==> config.mk <==
export PLATFORM = sky130hd
export DESIGN_NAME = pcs_sequencer
export DESIGN_NICKNAME = d
export VERILOG_FILES = /design/src/design/pcs_pkg.sv /design/src/design/pcs_sequencer.sv /design/src/design/pcs_tick_div.sv
export SDC_FILE = /design/constraint.sdc
export NUM_CORES = 1
export LEC_CHECK = 0
export ABC_AREA = 0
export BUFFER_PORTS_ARGS = -buffer_cell sky130_fd_sc_hd__buf_2
export CAP_MARGIN = 25
export CORE_MARGIN = 4
export CORE_UTILIZATION = 60
export DETAILED_ROUTE_END_ITERATION = 10
export GPL_ROUTABILITY_DRIVEN = 0
export GPL_TIMING_DRIVEN = 1
export PLACE_DENSITY = 0.79
export SLEW_MARGIN = 20
export SYNTH_ARGS = -nofsm -noshare
export SYNTH_HDL_FRONTEND = slang
export SYNTH_HIERARCHICAL = 1
export SYNTH_SLANG_ARGS = --single-unit
==> constraint.sdc <==
create_clock -name ref_clk -period 3 [get_ports ref_clk]
set_input_delay 0.45 -clock ref_clk [delete_from_list [all_inputs] [get_ports ref_clk]]
set_output_delay 0.45 -clock ref_clk [all_outputs]
set_load 0.005 [all_outputs]
==> src/design/pcs_pkg.sv <==
// Shared timing constants and state encoding for the PSU control sequencer
package pcs_pkg;

    // Clock and timebase
    localparam int CLK_HZ = 25_000_000;
    localparam int CYC_PER_MS_DEF = CLK_HZ / 1000;
    localparam int MS_W = 10;

    // Unplug response: one clock is far below this bound
    localparam int T_KILL_US = 100;
    localparam int KILL_CYC = T_KILL_US * (CLK_HZ / 1_000_000);

    // Millisecond thresholds, compared against tick counters
    localparam logic [MS_W-1:0] T_ON_MIN_MS = 10'h005;
    localparam logic [MS_W-1:0] T_ON_MAX_MS = 10'h190;
    localparam logic [MS_W-1:0] T_PGOFF_MAX_MS = 10'h032;
    localparam logic [MS_W-1:0] T_GOOD_MIN_MS = 10'h064;
    localparam logic [MS_W-1:0] T_GOOD_MAX_MS = 10'h1F4;
    localparam logic [MS_W-1:0] T_GOOD_DLY_MS = 10'h096;
    localparam logic [MS_W-1:0] T_HOLD_MIN_MS = 10'h001;
    localparam logic [MS_W-1:0] T_HOLD_MAX_MS = 10'h0C8;
    localparam logic [MS_W-1:0] T_HOLD_MS = 10'h002;
    localparam logic [MS_W-1:0] T_PGLOW_MIN_MS = 10'h064;
    localparam logic [MS_W-1:0] MS_CNT_MAX = 10'h3FF;

    // Sequencer states
    typedef enum logic [2:0] {
        ST_OFF,
        ST_SOFT,
        ST_RAMP,
        ST_RUN,
        ST_HOLD,
        ST_FAULT
    } pcs_state_t;

endpackage : pcs_pkg

==> src/design/pcs_sequencer.sv <==
// PSU control-signal sequencer: main output, power-good and alert
// Overview of operation
// - Main output turns on only with unplug sense low and enable low.
// - Enable high or undriven turns off everything but standby.
// - An undriven enable input reads as high, the off state.
// - Unplug sense high or undriven shuts the main output regardless.
// - Main output is off within 100 us of unplug sense going high.
// - Outputs reach regulation between 5 ms and 400 ms after enable.
// - Power-good goes low within 50 ms of enable being released.
// - Power-good is high only while all outputs are in regulation.
// - Power-good drops on undervoltage, internal failure or lost input.
// - Power-good rises 100 ms to 500 ms after 12 V is in regulation.
// - The power-good delay counter stays at zero during current limit while power-good is low.
// - Outputs stay regulated 1 ms to 200 ms after power-good falls.
// - Alert is raised for temperature, failure, OC, OV, UV or fan.
// - Alert may also report end of life or out-of-spec environment.
// - Power-good stays low at least 100 ms across an off/on cycle.
`timescale 1ns/100ps
`default_nettype none
module pcs_sequencer
    import pcs_pkg::*;
#(
    parameter int CYC_PER_MS = CYC_PER_MS_DEF
) (
    input wire logic ref_clk,
    input wire logic rst,
    input wire logic enable_n,
    input wire logic enable_driven,
    input wire logic unplug_sense,
    input wire logic sense_driven,
    input wire logic main_in_reg,
    input wire logic current_limit,
    input wire logic internal_fail,
    input wire logic input_lost,
    input wire logic temp_warn,
    input wire logic general_fail,
    input wire logic over_current,
    input wire logic over_voltage,
    input wire logic under_voltage,
    input wire logic fan_fail,
    input wire logic end_of_life,
    input wire logic env_exceeded,
    input wire logic opt_alert_en,
    output logic main_on,
    output logic output_good_alias,
    output logic fault_alert_n
);

    function automatic logic st_drives_main(input pcs_state_t st);
        return (st == ST_RAMP) || (st == ST_RUN) || (st == ST_HOLD);
    endfunction : st_drives_main

    pcs_state_t state;
    pcs_state_t next_state;
    logic ms_tick;
    logic [MS_W-1:0] ms_cnt;
    logic [MS_W-1:0] good_cnt;
    logic en_active;
    logic kill_eff;
    logic on_request;
    logic good_fault;
    logic alert_cond;

    pcs_tick_div #(
        .CYC_PER_MS(CYC_PER_MS)
    ) u_tick (
        .ref_clk(ref_clk),
        .rst(rst),
        .ms_tick(ms_tick)
    );

    // Pad pull-ups: an undriven pin reads as its high level, the one that keeps main off
    assign en_active = enable_driven & ~enable_n;
    assign kill_eff = ~sense_driven | unplug_sense;
    assign on_request = en_active & ~kill_eff;
    assign good_fault = ~main_in_reg | internal_fail | input_lost;

    always_comb begin
        next_state = state;
        unique case (state)
            ST_OFF: begin
                if (on_request) begin
                    next_state = ST_SOFT;
                end
            end
            ST_SOFT: begin
                if (!on_request) begin
                    next_state = ST_OFF;
                end else if (ms_tick && ms_cnt == T_ON_MIN_MS) begin
                    next_state = ST_RAMP;
                end
            end
            ST_RAMP: begin
                if (kill_eff) begin
                    next_state = ST_OFF;
                end else if (!en_active) begin
                    next_state = ST_HOLD;
                end else if (main_in_reg) begin
                    next_state = ST_RUN;
                end else if (ms_tick && ms_cnt == T_ON_MAX_MS - 10'h001) begin
                    next_state = ST_FAULT;
                end
            end
            ST_RUN: begin
                if (kill_eff) begin
                    next_state = ST_OFF;
                end else if (!en_active) begin
                    next_state = ST_HOLD;
                end else if (internal_fail) begin
                    next_state = ST_FAULT;
                end
            end
            ST_HOLD: begin
                // Main stays up briefly so power-good falls first
                if (kill_eff) begin
                    next_state = ST_OFF;
                end else if (ms_tick && ms_cnt == T_HOLD_MS) begin
                    next_state = ST_OFF;
                end
            end
            ST_FAULT: begin
                // Latched off until the system releases enable
                if (!en_active) begin
                    next_state = ST_OFF;
                end
            end
        endcase
    end

    always_ff @(posedge ref_clk) begin
        if (rst) begin
            state <= ST_OFF;
        end else begin
            state <= next_state;
        end
    end

    // Kill acts through next_state, so main drops one clock later
    always_ff @(posedge ref_clk) begin
        if (rst) begin
            main_on <= 1'b0;
        end else begin
            main_on <= st_drives_main(next_state);
        end
    end

    // Enable-to-regulation and hold-off timer, kept across SOFT to RAMP
    always_ff @(posedge ref_clk) begin
        if (rst) begin
            ms_cnt <= '0;
        end else if (state == ST_OFF || state == ST_FAULT ||
                     (state != ST_HOLD && next_state == ST_HOLD)) begin
            ms_cnt <= '0;
        end else if (ms_tick && ms_cnt != MS_CNT_MAX) begin
            ms_cnt <= ms_cnt + 10'h001;
        end
    end

    // Power-good delay counts only in RUN and restarts after any drop
    always_ff @(posedge ref_clk) begin
        if (rst) begin
            good_cnt <= '0;
        end else if (state != ST_RUN || good_fault) begin
            good_cnt <= '0;
        end else if (current_limit && !output_good_alias) begin
            good_cnt <= '0;
        end else if (ms_tick && good_cnt != T_GOOD_DLY_MS) begin
            good_cnt <= good_cnt + 10'h001;
        end
    end

    always_ff @(posedge ref_clk) begin
        if (rst) begin
            output_good_alias <= 1'b0;
        end else if (state != ST_RUN || next_state != ST_RUN ||
                     good_fault) begin
            output_good_alias <= 1'b0;
        end else if (good_cnt == T_GOOD_DLY_MS) begin
            output_good_alias <= 1'b1;
        end
    end

    assign alert_cond = temp_warn | general_fail | over_current |
                        over_voltage | under_voltage | fan_fail |
                        (state == ST_FAULT) |
                        (opt_alert_en & (end_of_life | env_exceeded));

    always_ff @(posedge ref_clk) begin
        if (rst) begin
            fault_alert_n <= 1'b1;
        end else begin
            fault_alert_n <= ~alert_cond;
        end
    end
endmodule : pcs_sequencer
`default_nettype wire

==> src/design/pcs_tick_div.sv <==
// Free-running millisecond tick divider
`timescale 1ns/100ps
`default_nettype none
module pcs_tick_div
    import pcs_pkg::*;
#(
    parameter int CYC_PER_MS = CYC_PER_MS_DEF
) (
    input wire logic ref_clk,
    input wire logic rst,
    output logic ms_tick
);

    localparam logic [15:0] DIV_LAST = 16'(CYC_PER_MS - 1);

    logic [15:0] div_cnt;

    always_ff @(posedge ref_clk) begin
        if (rst) begin
            div_cnt <= 16'h0000;
            ms_tick <= 1'b0;
        end else if (div_cnt == DIV_LAST) begin
            div_cnt <= 16'h0000;
            ms_tick <= 1'b1;
        end else begin
            div_cnt <= div_cnt + 16'h0001;
            ms_tick <= 1'b0;
        end
    end

endmodule : pcs_tick_div
`default_nettype wire

Yosys cells after proc, flatten, opt, wreduce, memory -nomap -nowiden. Cells that the tools add are included.

Add/subtract/negate cells: 3. Multiplexer cells: 15. Bitwise operators: 19. Reduce and logical (&&, ||, !) cells: 20. Eq/ne operators: 18.

Operator list (count): $mux W3 (13); $add A10 B1 Y10 const B (2); $pmux W3 S6 (1); $add A16 B1 Y16 const B (1); $eq A16 B15 Y1 const B (1); $eq A3 B2 Y1 const B (4); $or A1 B1 Y1 (11); $eq A10 B2 Y1 const B (1); $eq A10 B3 Y1 const B (1); $eq A10 B8 Y1 const B (1); $eq A10 B9 Y1 const B (1); $ne A10 B10 Y1 const B (1); $ne A10 B8 Y1 const B (1); $eq A3 B3 Y1 const B (3); $logic_and A1 B1 Y1 (7); $logic_or A1 B1 Y1 (7); $ne A3 B2 Y1 const B (2); $reduce_or A2 Y1 (3); $not A1 Y1 (5); $and A1 B1 Y1 (3); $eq A3 B1 Y1 const B (1); $logic_not A3 Y1 (1); $ne A3 B3 Y1 const B (1); $reduce_or A3 Y1 (1); other kinds (2) (2).

Logic and storage cells: 83. Input port bits: 19. Register bits: 43.

Longest topological paths before layout.
Depth after elaboration: 11. Gate-level depth with buffers: 8.

By module. The synthesis kept the hierarchy.

Modules (own cells, without submodules): pcs_sequencer (instances 1, cells an instance 192, area an instance 1522.7 um^2, seq. area each 520.5 um^2); pcs_tick_div (instances 1, cells an instance 84, area an instance 767.0 um^2, seq. area each 340.3 um^2).

Worst setup path before layout. Ideal clock, no wire load.

Path type: register to register. Start: register ms_cnt[5]. End: register state[0]. Setup time: 70 ps. Path slack: 1068 ps. Data required time: 2930 ps. Period minus slack after synthesis: 1932 ps. Buffers on the path: 0. Arrival time: 1862 ps. Stages on the path, launching flop included: 6. Cell sequence: dfxtp_1 -> or4b_4 -> nor4_4 -> nor3_1 -> or4_1 -> a21oi_1.

Word-level cells in the longest chain between the ends: 7. Elaborated cells on any way between the ends: 15. Classes of those cells: eq/ne (3); mux (9); reduce/logical (3).

RTL lines: start: declaration (RTL line pcs_sequencer.sv:56) `logic [MS_W-1:0] ms_cnt;`; start signal: assignment (RTL line pcs_sequencer.sv:155) `ms_cnt <= ms_cnt + 10'h001;`; $eq A10 B9 Y1 (RTL line pcs_sequencer.sv:100) `end else if (ms_tick && ms_cnt == T_ON_MAX_MS - 10'h001) begin`; $logic_and A1 B1 Y1 (RTL line pcs_sequencer.sv:100); $mux W3 (RTL line pcs_sequencer.sv:100); $mux W3 (RTL line pcs_sequencer.sv:98) `end else if (main_in_reg) begin`; $mux W3 (RTL line pcs_sequencer.sv:96) `end else if (!en_active) begin`; $mux W3 (RTL line pcs_sequencer.sv:94) `if (kill_eff) begin`; $pmux W3 S6 (*) (RTL line pcs_sequencer.sv:80) `unique case (state)`; end signal: assignment (RTL line pcs_sequencer.sv:134) `state <= next_state;`; end: declaration (RTL line pcs_sequencer.sv:53) `pcs_state_t state;`.

Mark *: on every way between the ends. The rest lies on a longest branch, timed or not. A chain may end at the register's enable or synchronous reset.

Worst setup path in the final report.
Start: register u_tick.ms_tick. End: register state[0].

Word-level cells in the longest chain between the ends: 6. Elaborated cells on any way between the ends: 12. Classes of those cells: mux (9); reduce/logical (3).

RTL lines: start: declaration (RTL line pcs_tick_div.sv:11) `output logic ms_tick`; start signal: assignment (RTL line pcs_tick_div.sv:21) `ms_tick <= 1'b0;`; start signal: assignment (RTL line pcs_tick_div.sv:24) `ms_tick <= 1'b1;`; start signal: assignment (RTL line pcs_tick_div.sv:27) `ms_tick <= 1'b0;`; $logic_and A1 B1 Y1 (RTL line pcs_sequencer.sv:100); $mux W3 (RTL line pcs_sequencer.sv:100); $mux W3 (RTL line pcs_sequencer.sv:98); $mux W3 (RTL line pcs_sequencer.sv:96); $mux W3 (RTL line pcs_sequencer.sv:94); $pmux W3 S6 (*) (RTL line pcs_sequencer.sv:80).

Marks and branches as above.

==> impl_results.md <==
* Status: finished, final reports clean
* R2R setup slack at 900 ps
* Core area at 3660 sq um
* Synthesis-to-finish area growth at 10.1%
* Worst setup SP type: flip-flop
* Critical path capture point type: flip-flop
* Final Skew at 6.48 ps
* Net Count, Synth at 302
* Min cycle time layout at 2100 ps
* Ant diodes at 0
* Max_cap viols at 0
* DRT antenna net count at 0
* Vias at 1,917
* Crit Reg-Reg Startpoint: u_tick/ms_tick
* Netlist cell types at 50
* Fmax at 0.476 GHz
* Setup Buffers After CTS at 0
* Initial Utilization at 0.625
* Clk_lat worst skew at 290 ps
* Die width at 69.8 um
* 1st-iter DRT viols at 116
* Hold Path Class: in2reg
* Most frequent cells after synthesis: nor2_1, dfxtp_1, xnor2_1
* Post-synth ARST share at 0
* WS Path Type: reg2reg
* Grt ovf at 0
* I/O Buffers at 21
* Unrepaired setup endpoints after global routing: no
* Worst-path fanout max at 13
* Post_cts resized at 0
* Max Root-Sink Buffers at 2
* Post-synthesis simple-gate area fraction at 0.336
* Routed Wire Length at 4.29 mm
* Total global-route track usage at 0.195
* Worst slew pin tran at 668 ps
* Pwr Density at 401 nW/um^2
* Clock-pin slew on the worst setup and hold paths at 80 ps
* Yosys top cell area share at 0.376
* Residual DRC at 0
* Combinational family with the most area after synthesis: simple AND/OR/NAND/NOR gates
* Mapped cell area at 2290 sq um
* Num CTS Buffers at 5
* Final Hold Vio Count at 0
* Post-synthesis mux area share at 0.00437
* Yosys warns at 6
* Worst hold start: rst
* HPWL Detailed at 3.19 mm
* Number of flops mapped to enable cells by yosys at 0
* Post-Syn Instances at 276
* Final setup fails at 0
* Cell depth of the worst flop-to-flop path at 6
* Compound-Gate Fraction of Synth Area at 0.0934
* Row count at 22
* Reg2reg end: state[0]
* Worst VDD drop at 0.293 mV
* Top-count cell post-synth: nor2_1
* Largest net degree at the start of global routing at 16
* Number of global-route vias before repair at 1,873
* Vias per inst at 5.56
* Leak pwr at 0.000801 uW
* Hold_buf cts at 0
* Worst EP required at 3230 ps
* Main area contributors after synthesis: dfxtp_1, xnor2_1, nor2_1, ha_1, nand3_1
* Initial antenna violation count at 0
* Worst EP arrival at 2330 ps
* Layout net count at 322
* Setup TNS at 0 ps
* Final Power at 1010 uW
* Tcrit/Tclk final at 0.700
* Hold Path Stages at 2
* Synth area leader: dfxtp_1
* Die Height at 69.8 um
* Yosys reg bits at 43
* Slew margin rel. at 0.552
* Synth Area in Adders at 0.0383
* # fillers at 312
* XOR/XNOR Fraction of Synth Area at 0.111
* CTS tree: done
* CTS Sinks at 43
* WHS Endpoint: u_tick/ms_tick
* I/O pin cnt at 22
* Layout cells sized above 1 at 0.145
* Synthesized area per cell at 8.30 sq um
* Pins over their slew limit at 0
* Ys flop type: dfxtp_1
* WL/cell at 12.4 um
* Sequential area share after synthesis at 0.376
* First-pass GRT wire length at 7.90 mm
* Die Area at 4870 sq um
* H-tree level count at 2
* Root buffer cell: clkbuf_8
* DRT Pass-1 Iters at 6
-- how the worst max path moves through the flow --
stage,endpoint,depth (start not counted),start
4_1_cts,state[0],6,u_tick/ms_tick
2_1_floorplan,state[0],5,ms_cnt[5]
3_3_place_gp,ms_cnt[0],6,u_tick/ms_tick
5_1_grt,state[0],6,u_tick/ms_tick
6_report,state[0],6,u_tick/ms_tick
3_5_place_dp,ms_cnt[2],6,u_tick/ms_tick
-- worst max-delay path, cell delays in order, from the launching register on --
cell and delay (ps):
dfxtp_1 310, buf_4 180, or4b_4 490, nor4_4 310
nor3_1 70, or4_1 540, a21oi_1 140
-- sequential cells by signal (all words and copies together) (netlist names) --
register,flops
fault_alert_n,1
good_cnt,10
main_on,1
ms_cnt,10
output_good_alias,1
state,3
u_tick/div_cnt,16
u_tick/ms_tick,1
-- layout by cell type (no fill, tap or decap), drive strengths merged, types with 2 or more instances in the layout --
master,netlist,layout
nor2,52,52
dfxtp,43,43
xnor2,22,22
buf,3,22
nand2,18,18
nand3,15,15
inv,14,14
nor3,11,11
a21oi,10,10
nor4,10,10
o21ai,10,10
nand4,9,9
clkbuf,6,8
xor2,7,7
ha,7,7
nor2b,5,5
nand2b,4,4
or3,3,3
or4,2,2
nand4bb,2,2
a311oi,2,2
nand3b,2,2
or4b,2,2
o31a,2,2
o41ai,2,2
-- cell type report --
| type | instances | area, sq um | area share |
|---|---|---|---|
| well taps | 48 | 60.1 | 0.0238 |
| repair buffers | 22 | 113 | 0.0447 |
| multi-input cells | 210 | 1330 | 0.529 |
| inverters | 14 | 52.6 | 0.0209 |
| clock buffers | 8 | 100 | 0.0397 |
| flip-flops and latches | 43 | 861 | 0.342 |
-- kinds of logic after synthesis --
logic type / Yosys count
AO/OA/AOI/OAI: 31
XOR/XNOR: 29
adder cells (fa/ha/maj): 7
buffers and inverters: 23
flip-flops: 43
multiplexers: 1
AND/OR/NAND/NOR: 142
-- layer usage --
| layer | wire length, um | global-route usage |
|---|---|---|
| met1 | 1920 | 0.230 |
| met2 | 2110 | 0.335 |
| met3 | 169 | 0.0522 |
| met4 | 86 | 0.0723 |
| met5 | 0 | 0 |
-- through the flow --
step	hold WS [ps]	area, sq um	setup slack [ps]	cells	utilization
after global routing	488	2520	783	345	0.688
after detailed placement	490	2420	901	337	0.661
after global placement	479	2420	934	337	0.661
final	480	2520	900	345	0.688
after floorplan	456	2290	1070	276	-
after CTS	475	2520	892	345	0.688
-- report_power, final --
part,total [uW],internal [uW],switching [uW]
sequential,580,574,5.16
clock,396,210,186
combinational,35.6,17.7,17.8
Power figures use the tool's default switching activity.
